File: src/design/usb_in_ep_cfg.svh
// constants for the endpoint descriptor block
// Operation
// in byte count 0..64, above is illegal
// ready flag 0 sends, 1 answers NAK
// y base gives address bits 10..3
// transaction starts at descriptor base address
// buffer manager never alters base fields
// one size field for X and Y
// ep0 buffers fixed at FEF8 and FEF0
// ep0 in config FF80, count FF81
// ep0 out config FF82, count FF83
// interrupt enable gates completion interrupt
// stall bit answers requests with STALL
// next SETUP clears ep0 in stall
// ep0 toggle is read only, shows DATA0/1
// disabled endpoint ignored by buffer manager
// software writes y base before enabling
// reserved bits read zero, config resets zero
// double buffer: toggle picks X or Y
// ep0 in ready flag resets to empty
// out ready flag 1 means packet held
// acknowledged in packet marks buffer empty
// software writes count and flag together
`ifndef USB_IN_EP_CFG_SVH
`define USB_IN_EP_CFG_SVH
`define APB_AW 18
`define EP0_IN_CFG_IDX 16'hff80
`define EP0_IN_CNT_IDX 16'hff81
`define EP0_OUT_CFG_IDX 16'hff82
`define EP0_OUT_CNT_IDX 16'hff83
`define EPN_PAGE 11'h002
`define OFS_X_BASE 3'h0
`define OFS_X_CNT 3'h1
`define OFS_Y_BASE 3'h2
`define OFS_Y_CNT 3'h3
`define OFS_SIZE 3'h4
`define OFS_CFG 3'h5
`define BIT_EN 7
`define BIT_TOG 5
`define BIT_DOUBLE_BUFFER_ENABLE 4
`define BIT_STALL 3
`define BIT_IE 2
`define BIT_NAK 7
`define CFG_RST 8'h00
`define CNT_RST 8'h80
`define EP0_CFG_WMASK 8'h8c
`define EP0_CNT_WMASK 8'h8f
`define EPN_CFG_WMASK 8'hbc
`define SIZE_WMASK 8'h7f
`define EP0_IN_BASE 16'hfef8
`define EP0_OUT_BASE 16'hfef0
`define EP0_BUF_LEN 7'h08
`define BUF_WINDOW 16'hf800
`endif

File: src/design/usb_in_ep_pkg.sv
// types of the endpoint descriptor block
package usb_in_ep_pkg;
    typedef enum logic [1:0] {
        RESP_NONE,
        RESP_DATA,
        RESP_NAK,
        RESP_STALL
    } resp_t;
    typedef struct packed {
        logic [3:1][7:0] x_base;
        logic [3:1][7:0] x_count;
        logic [3:1][7:0] y_base;
        logic [3:1][7:0] y_count;
        logic [3:1][7:0] size;
        logic [3:1][7:0] cfg;
        logic [7:0] ep0_in_cfg;
        logic [7:0] ep0_in_cnt;
        logic [7:0] ep0_out_cfg;
        logic [7:0] ep0_out_cnt;
        logic resp_valid;
        resp_t resp_code;
        logic [15:0] resp_addr;
        logic [6:0] resp_len;
        logic resp_toggle;
        logic done_irq;
    } state_t;
endpackage

File: src/design/usb_in_ep_desc.sv
// endpoint descriptor registers and buffer manager answers
`timescale 1ns/1ps
`default_nettype none
`include "usb_in_ep_cfg.svh"
module usb_in_ep_desc
    import usb_in_ep_pkg::*;
(
    // clock and reset
    input wire logic clk_sys,
    input wire logic rst,
    // apb slave
    input wire logic psel,
    input wire logic penable,
    input wire logic pwrite,
    input wire logic [`APB_AW-1:0] paddr,
    input wire logic [31:0] pwdata,
    output logic [31:0] prdata,
    output logic pready,
    output logic pslverr,
    // buffer manager requests
    input wire logic bm_req,
    input wire logic bm_ack,
    input wire logic bm_out,
    input wire logic [1:0] bm_ep,
    input wire logic [6:0] bm_out_len,
    input wire logic bm_setup,
    // buffer manager answers
    output logic resp_valid,
    output resp_t resp_code,
    output logic [15:0] resp_addr,
    output logic [6:0] resp_len,
    output logic resp_toggle,
    output logic done_irq
);
    // ==========================================================
    // address decode
    state_t cur;
    state_t next_cur;
    logic acc;
    logic wr;
    logic hit_in_cfg;
    logic hit_in_cnt;
    logic hit_out_cfg;
    logic hit_out_cnt;
    logic hit_epn;
    logic [1:0] sel_ep;
    logic [2:0] sel_ofs;
    logic mapped;
    logic [7:0] rd_byte;

    assign acc = psel && penable;
    assign wr = acc && pwrite;
    assign sel_ep = paddr[6:5];
    assign sel_ofs = paddr[4:2];
    assign hit_in_cfg = paddr == {`EP0_IN_CFG_IDX, 2'b00};
    assign hit_in_cnt = paddr == {`EP0_IN_CNT_IDX, 2'b00};
    assign hit_out_cfg = paddr == {`EP0_OUT_CFG_IDX, 2'b00};
    assign hit_out_cnt = paddr == {`EP0_OUT_CNT_IDX, 2'b00};
    assign hit_epn = paddr[`APB_AW-1:7] == `EPN_PAGE && sel_ep != 2'b00
        && sel_ofs <= `OFS_CFG && paddr[1:0] == 2'b00;

    always_comb begin
        mapped = 1'b1;
        rd_byte = 8'h00;
        if (hit_in_cfg) begin
            rd_byte = cur.ep0_in_cfg;
        end else if (hit_in_cnt) begin
            rd_byte = cur.ep0_in_cnt;
        end else if (hit_out_cfg) begin
            rd_byte = cur.ep0_out_cfg;
        end else if (hit_out_cnt) begin
            rd_byte = cur.ep0_out_cnt;
        end else if (hit_epn && sel_ofs == `OFS_X_BASE) begin
            rd_byte = cur.x_base[sel_ep];
        end else if (hit_epn && sel_ofs == `OFS_X_CNT) begin
            rd_byte = cur.x_count[sel_ep];
        end else if (hit_epn && sel_ofs == `OFS_Y_BASE) begin
            rd_byte = cur.y_base[sel_ep];
        end else if (hit_epn && sel_ofs == `OFS_Y_CNT) begin
            rd_byte = cur.y_count[sel_ep];
        end else if (hit_epn && sel_ofs == `OFS_SIZE) begin
            rd_byte = cur.size[sel_ep];
        end else if (hit_epn) begin
            rd_byte = cur.cfg[sel_ep];
        end else begin
            mapped = 1'b0;
        end
    end

    // zero wait states; unmapped access answers with an error
    assign pready = 1'b1;
    assign pslverr = acc && !mapped;
    assign prdata = {24'h00_0000, rd_byte};

    // ==========================================================
    // descriptor lookup for the requested endpoint
    logic [7:0] q_cfg;
    logic q_use_y;
    logic [7:0] q_cnt;
    logic [7:0] q_base;
    logic [6:0] q_size;

    always_comb begin
        q_cfg = 8'h00;
        q_use_y = 1'b0;
        q_cnt = 8'h00;
        q_base = 8'h00;
        q_size = 7'h00;
        if (bm_ep == 2'b00) begin
            q_cfg = bm_out ? cur.ep0_out_cfg : cur.ep0_in_cfg;
            q_cnt = bm_out ? cur.ep0_out_cnt : cur.ep0_in_cnt;
        end else begin
            q_cfg = cur.cfg[bm_ep];
            q_use_y = q_cfg[`BIT_DOUBLE_BUFFER_ENABLE] && q_cfg[`BIT_TOG];
            q_cnt = q_use_y ? cur.y_count[bm_ep] : cur.x_count[bm_ep];
            q_base = q_use_y ? cur.y_base[bm_ep] : cur.x_base[bm_ep];
            q_size = cur.size[bm_ep][6:0];
        end
    end

    // ==========================================================
    // next state
    always_comb begin
        next_cur = cur;
        next_cur.resp_valid = 1'b0;
        next_cur.resp_code = RESP_NONE;
        next_cur.done_irq = 1'b0;

        // setup clear first so a software set in the same cycle wins
        if (bm_setup) begin
            next_cur.ep0_in_cfg[`BIT_STALL] = 1'b0;
        end

        // register writes; base fields have no other writer
        if (wr && hit_in_cfg) begin
            next_cur.ep0_in_cfg = (cur.ep0_in_cfg & ~`EP0_CFG_WMASK) | (pwdata[7:0] & `EP0_CFG_WMASK);
            if (bm_setup && !pwdata[`BIT_STALL]) begin
                next_cur.ep0_in_cfg[`BIT_STALL] = 1'b0;
            end
        end else if (wr && hit_in_cnt) begin
            next_cur.ep0_in_cnt = pwdata[7:0] & `EP0_CNT_WMASK;
        end else if (wr && hit_out_cfg) begin
            next_cur.ep0_out_cfg = (cur.ep0_out_cfg & ~`EP0_CFG_WMASK) | (pwdata[7:0] & `EP0_CFG_WMASK);
        end else if (wr && hit_out_cnt) begin
            next_cur.ep0_out_cnt = pwdata[7:0] & `EP0_CNT_WMASK;
        end else if (wr && hit_epn && sel_ofs == `OFS_X_BASE) begin
            next_cur.x_base[sel_ep] = pwdata[7:0];
        end else if (wr && hit_epn && sel_ofs == `OFS_X_CNT) begin
            next_cur.x_count[sel_ep] = pwdata[7:0];
        end else if (wr && hit_epn && sel_ofs == `OFS_Y_BASE) begin
            next_cur.y_base[sel_ep] = pwdata[7:0];
        end else if (wr && hit_epn && sel_ofs == `OFS_Y_CNT) begin
            next_cur.y_count[sel_ep] = pwdata[7:0];
        end else if (wr && hit_epn && sel_ofs == `OFS_SIZE) begin
            next_cur.size[sel_ep] = pwdata[7:0] & `SIZE_WMASK;
        end else if (wr && hit_epn) begin
            next_cur.cfg[sel_ep] = pwdata[7:0] & `EPN_CFG_WMASK;
        end

        // answer a token one cycle later; out tokens only exist on ep0
        if (bm_req && (bm_ep == 2'b00 || !bm_out)) begin
            next_cur.resp_toggle = q_cfg[`BIT_TOG];
            next_cur.resp_len = 7'h00;
            next_cur.resp_addr = 16'h0000;
            if (!q_cfg[`BIT_EN]) begin
                next_cur.resp_code = RESP_NONE;
            end else if (q_cfg[`BIT_STALL]) begin
                next_cur.resp_valid = 1'b1;
                next_cur.resp_code = RESP_STALL;
            // flag at 1 means no room either way: in buffer empty, out buffer still held
            end else if (q_cnt[`BIT_NAK]) begin
                next_cur.resp_valid = 1'b1;
                next_cur.resp_code = RESP_NAK;
            end else if (bm_ep == 2'b00) begin
                next_cur.resp_valid = 1'b1;
                next_cur.resp_code = RESP_DATA;
                next_cur.resp_addr = bm_out ? `EP0_OUT_BASE : `EP0_IN_BASE;
                next_cur.resp_len = bm_out ? `EP0_BUF_LEN : {3'b000, q_cnt[3:0]};
            end else begin
                next_cur.resp_valid = 1'b1;
                next_cur.resp_code = RESP_DATA;
                next_cur.resp_addr = `BUF_WINDOW | {5'b00000, q_base, 3'b000};
                // counts beyond the buffer size are cut to the size
                next_cur.resp_len = (q_cnt[6:0] > q_size) ? q_size : q_cnt[6:0];
            end
        end

        // completion; the hardware set of the ready flag wins over a write
        if (bm_ack && bm_ep == 2'b00 && !bm_out) begin
            next_cur.ep0_in_cnt[`BIT_NAK] = 1'b1;
            next_cur.ep0_in_cfg[`BIT_TOG] = !cur.ep0_in_cfg[`BIT_TOG];
            next_cur.done_irq = cur.ep0_in_cfg[`BIT_IE];
        end else if (bm_ack && bm_ep == 2'b00) begin
            next_cur.ep0_out_cnt = {1'b1, 3'b000, bm_out_len[3:0]};
            next_cur.ep0_out_cfg[`BIT_TOG] = !cur.ep0_out_cfg[`BIT_TOG];
            next_cur.done_irq = cur.ep0_out_cfg[`BIT_IE];
        end else if (bm_ack && !bm_out) begin
            if (q_use_y) begin
                next_cur.y_count[bm_ep][`BIT_NAK] = 1'b1;
            end else begin
                next_cur.x_count[bm_ep][`BIT_NAK] = 1'b1;
            end
            next_cur.cfg[bm_ep][`BIT_TOG] = !q_cfg[`BIT_TOG];
            next_cur.done_irq = q_cfg[`BIT_IE];
        end
    end

    // ==========================================================
    // state register
    always_ff @(posedge clk_sys) begin
        if (rst) begin
            cur <= '0;
            cur.x_count <= {3{`CNT_RST}};
            cur.y_count <= {3{`CNT_RST}};
            cur.ep0_in_cfg <= `CFG_RST;
            cur.ep0_out_cfg <= `CFG_RST;
            cur.ep0_in_cnt <= `CNT_RST;
            cur.ep0_out_cnt <= `CNT_RST;
            cur.resp_code <= RESP_NONE;
        end else begin
            cur <= next_cur;
        end
    end

    assign resp_valid = cur.resp_valid;
    assign resp_code = cur.resp_code;
    assign resp_addr = cur.resp_addr;
    assign resp_len = cur.resp_len;
    assign resp_toggle = cur.resp_toggle;
    assign done_irq = cur.done_irq;
endmodule // usb_in_ep_desc
`default_nettype wire

File: config.mk
export PLATFORM = sky130hd
export DESIGN_NAME = usb_in_ep_desc
export DESIGN_NICKNAME = d
export VERILOG_FILES = /design/src/design/usb_in_ep_pkg.sv /design/src/design/usb_in_ep_desc.sv
export VERILOG_INCLUDE_DIRS = /design/src /design/src/design
export SDC_FILE = /design/constraint.sdc
export NUM_CORES = 1
export LEC_CHECK = 0
export ABC_AREA = 1
export BUFFER_PORTS_ARGS = -buffer_cell sky130_fd_sc_hd__buf_4
export CELL_PAD_IN_SITES_DETAIL_PLACEMENT = 0
export CELL_PAD_IN_SITES_GLOBAL_PLACEMENT = 1
export CORE_MARGIN = 3
export CORE_UTILIZATION = 46
export CTS_BUF_LIST = sky130_fd_sc_hd__clkbuf_2
export CTS_CLUSTER_SIZE = 12
export DETAILED_ROUTE_END_ITERATION = 8
export PLACE_DENSITY = 0.95
export SETUP_SLACK_MARGIN = 0.15
export SLEW_MARGIN = 20
export SYNTH_ARGS = -nofsm -noshare
export SYNTH_HDL_FRONTEND = slang
export SYNTH_SLANG_ARGS = --single-unit
File: constraint.sdc
create_clock -name clk_sys -period 9.2 [get_ports clk_sys]
set_clock_uncertainty 0.1 [all_clocks]
set_input_delay 1.84 -clock clk_sys [delete_from_list [all_inputs] [get_ports clk_sys]]
set_output_delay 1.84 -clock clk_sys [all_outputs]
set_load 0.005 [all_outputs]
==> results.py <==
metrics = {
    "floorplan": {
        "row_count": 52,
        "dieArea_mm2": 0.02299,
        "die_h_um": 151.6,
        "chipWidth_um": 151.6,
        "io_pins": 130,
        "start_util": 0.4744,
        "core-area_mm2": 0.02056,
    },
    "yosys": {
        "ys_types": 45,
        "avgSynthCellArea_um2": 6.942,
        "yosys_warnings": 0,
        "ys_seq_area_frac": 0.3572,
        "synth-edff-count": 0,
        "ys_async_sr_fraction": 0,
        "ys_seq_elements": 174,
        "syn_area_mm2": 0.009753,
        "synthFlopType": "dfxtp_1",
        "synthCells": 1405,
    },
    "setup_path": {
        "arrival_ps": 4650,
        "r2r-end": "resp_len[3]$_SDFFE_PP0P_",
        "required_ps": 7260,
        "cp_slowest_stage_delay_ps": 500,
        "endpoint_kind": "primary output",
        "r2r-start": "cur[81]$_SDFF_PP0_",
        "crit_chain": "buf_4, inv_2, nor2_1, buf_4, inv_1, o211ai_1, nand3_1, nand2_1, nand3_1, nand3_1, nand2_1, buf_4",
        "start_kind": "input pin",
        "path_class": "input pin to primary output",
        "r2r_slack_ps": 5320,
        "cp_slowest_cell": "o211ai_1",
        "critPathMaxFanout": 28,
        "path_buf_inv": 5,
        "reg2regPathDepth": 16,
        "cp_top_family": "buffers and inverters",
    },
    "grt": {
        "antenna_found_initial": 1,
        "grt_max_degree": 81,
        "grt_overflow_total": 0,
        "grtUsageTotal": 0.3003,
        "grt_pass1_wl_um": 52160,
        "grt_pass1_vias": 8805,
    },
    "route": {
        "vias": 9958,
        "vias_per_cell": 5.903,
        "antenna_left": 0,
        "first_iter_violations": 1312,
        "avgRoutedWirePerCell_um": 20.82,
        "dr.pass1.iters": 9,
        "drc": 2,
        "wl_um": 35120,
    },
    "clock_tree": {
        "cts_tree": "yes",
        "cts_made_buffers": 17,
        "clock_sinks": 174,
        "holdBufCountCts": 0,
        "post_cts_resized": 0,
        "post_cts_buffers": 0,
        "path_clk_slew_ps": 250,
        "clock_latency_ps": 780,
        "root_buffer": "clkbuf_2",
        "clock_path_buffers": 2,
        "cts.htree.levels": 4,
    },
    "placed_design": {
        "dpl.hpwl_um": 24390,
        "placed_area_mm2": 0.01005,
        "gp_congestion": 0.9762,
        "dp.cells": 1654,
        "portBuffers": 74,
    },
    "hold_path": {
        "hp-start": "cur[34]$_SDFF_PP0_",
        "hold_path_class": "register to register",
        "hold_depth": 2,
        "hold_end": "cur[34]$_SDFF_PP0_",
    },
    "sta": {
        "rsz0062_at_grt": "false",
        "period_share": 0.7168,
        "hold_viol_final": 0,
        "fin_crit_ps": 6594,
        "relSlewSlack": 0.3730,
        "setup_viol": 0,
        "fin_tns_setup_ps": 0,
        "fmax_mhz": 151.6,
        "worst-slew-pin-transition_ps": 939.4,
        "slew_violations": 0,
    },
    "cells_and_area": {
        "drive_gt1_frac": 0.1186,
        "final_cell_area_mm2": 0.01029,
        "utilization": 0.5005,
        "areaGrowthSynthToFinish_pct": 5.504,
        "layout_commonest_cell": "nand2_1",
        "nNetsFinal": 1478,
        "layoutNonFillerInstCount": 1687,
        "most-common-layout-cells": "nand2_1, nor2_1, dfxtp_1",
    },
    "run_status": {
        "status": "finished, violations left",
        "violations": "design-rule violations",
    },
    "power": {
        "p_per_area_mw_per_mm2": 131.7,
        "vdd_drop_max_uv": 79.28,
        "p_leak_nw": 4.031,
    },
    "run": {
        "cap_violations": 0,
    },
}
## worst max-delay path by stage
| stage | start | end | cells after the start | slack [ps] |
|---|---|---|---|---|
| 3_5_place_dp | bm_ep[0] | resp_len[3]$_SDFFE_PP0P_ | 19 | 2700 |
| 4_1_cts | paddr[5] | prdata[6] | 13 | 2760 |
| 5_1_grt | paddr[6] | prdata[2] | 15 | 2490 |
| 2_1_floorplan | paddr[5] | prdata[7] | 12 | 4070 |
| 6_report | paddr[6] | prdata[1] | 12 | 2610 |
| 3_3_place_gp | bm_ep[0] | resp_len[3]$_SDFFE_PP0P_ | 19 | 2710 |
## through the flow
| stage | worst slack [ps] | hold slack [ps] | total power, W |
|---|---|---|---|
| 2_1_floorplan | 4072 | 329.0 | 0.0008854 |
| 3_3_place_gp | 2711 | 345.0 | 0.0009401 |
| 3_5_place_dp | 2698 | 345.0 | 0.0009414 |
| 4_1_cts | 2757 | 372.7 | 0.001349 |
| 5_1_grt | 2492 | 398.3 | 0.001400 |
| 6_report | 2606 | 371.2 | 0.001356 |
## worst reg2reg max path: stages (launching register included)
cell,delay (ps)
dfxtp_1,440
nand2_1,70
nand3_1,180
nand2_2,410
o21ai_0,660
o21ai_0,350
ha_1,370
nand2_1,60
nor2_1,140
nand2_1,70
o211ai_1,130
nand2_1,200
inv_1,210
nor2_1,70
o21ai_0,190
nand2_1,80
a21oi_1,110
## Yosys cell counts, drive strengths merged, types with 2 or more instances
library cell / instances / area, um^2
o211ai: 14 / 105.1
clkinv: 6 / 22.52
nand3: 67 / 357.8
or2: 2 / 12.51
a221oi: 9 / 78.83
a21oi: 119 / 595.6
clkbuf: 39 / 146.4
o22a: 3 / 26.28
nand2: 253 / 964.7
dfxtp: 174 / 3483
a22oi: 9 / 67.56
nand4: 14 / 93.84
nor3: 9 / 60.06
a211oi: 109 / 818.3
ha: 7 / 87.58
o21ai: 95 / 479.2
a22o: 2 / 17.52
o2111ai: 5 / 43.79
conb: 2 / 7.510
o221ai: 12 / 105.1
inv: 129 / 484.2
nor2: 200 / 845.8
buf: 90 / 606.8
a31oi: 3 / 18.77
o22ai: 25 / 156.4
## report_power, final
group | leakage (nW) | internal (W) | total [W] | switching, W
Clock | 0.147 | 0.000131 | 0.000421 | 0.000290
Combinational | 2.48 | 0.0000439 | 0.000173 | 0.000129
Sequential | 1.40 | 0.000759 | 0.000761 | 0.00000181
Total | 4.03 | 0.000935 | 0.00136 | 0.000421
## routing by layer
| metal | GRT usage | share of wire |
|---|---|---|
| met5 | 0 | 0 |
| met4 | 0.1087 | 0.037 |
| met3 | 0.05443 | 0.10 |
| met2 | 0.4617 | 0.44 |
| met1 | 0.4221 | 0.42 |
## kinds of logic (layout without fill, tap and decap cells)
group	Yosys count	in the layout	synth area share
DFF	174	174	0.3572
other	2	29	0.0007700
buffers and inverters	264	249	0.1292
adders and majority gates	7	7	0.008980
AOI/OAI and AO/OA	410	410	0.2620
and+or+nand+nor	548	548	0.2420
## area by class of cell
class                           instances  area [um^2]
Clock buffer                           20        100.1
Sequential cell                       174         3483
Timing Repair Buffer                   82        615.6
Fill cell                            2131        10270
Inverter                              135        506.7
Multi-Input combinational cell        993         5107
Clock inverter                         12        136.4
Antenna cell                            1        2.502
Tap cell                              270        337.8
## sequential cells by signal, indices dropped and copies added (netlist names)
name         count
resp_addr        9
resp_toggle      1
done_irq         1
resp_code        2
resp_valid       1
cur            153
resp_len         7
Power figures use the tool's default switching activity.
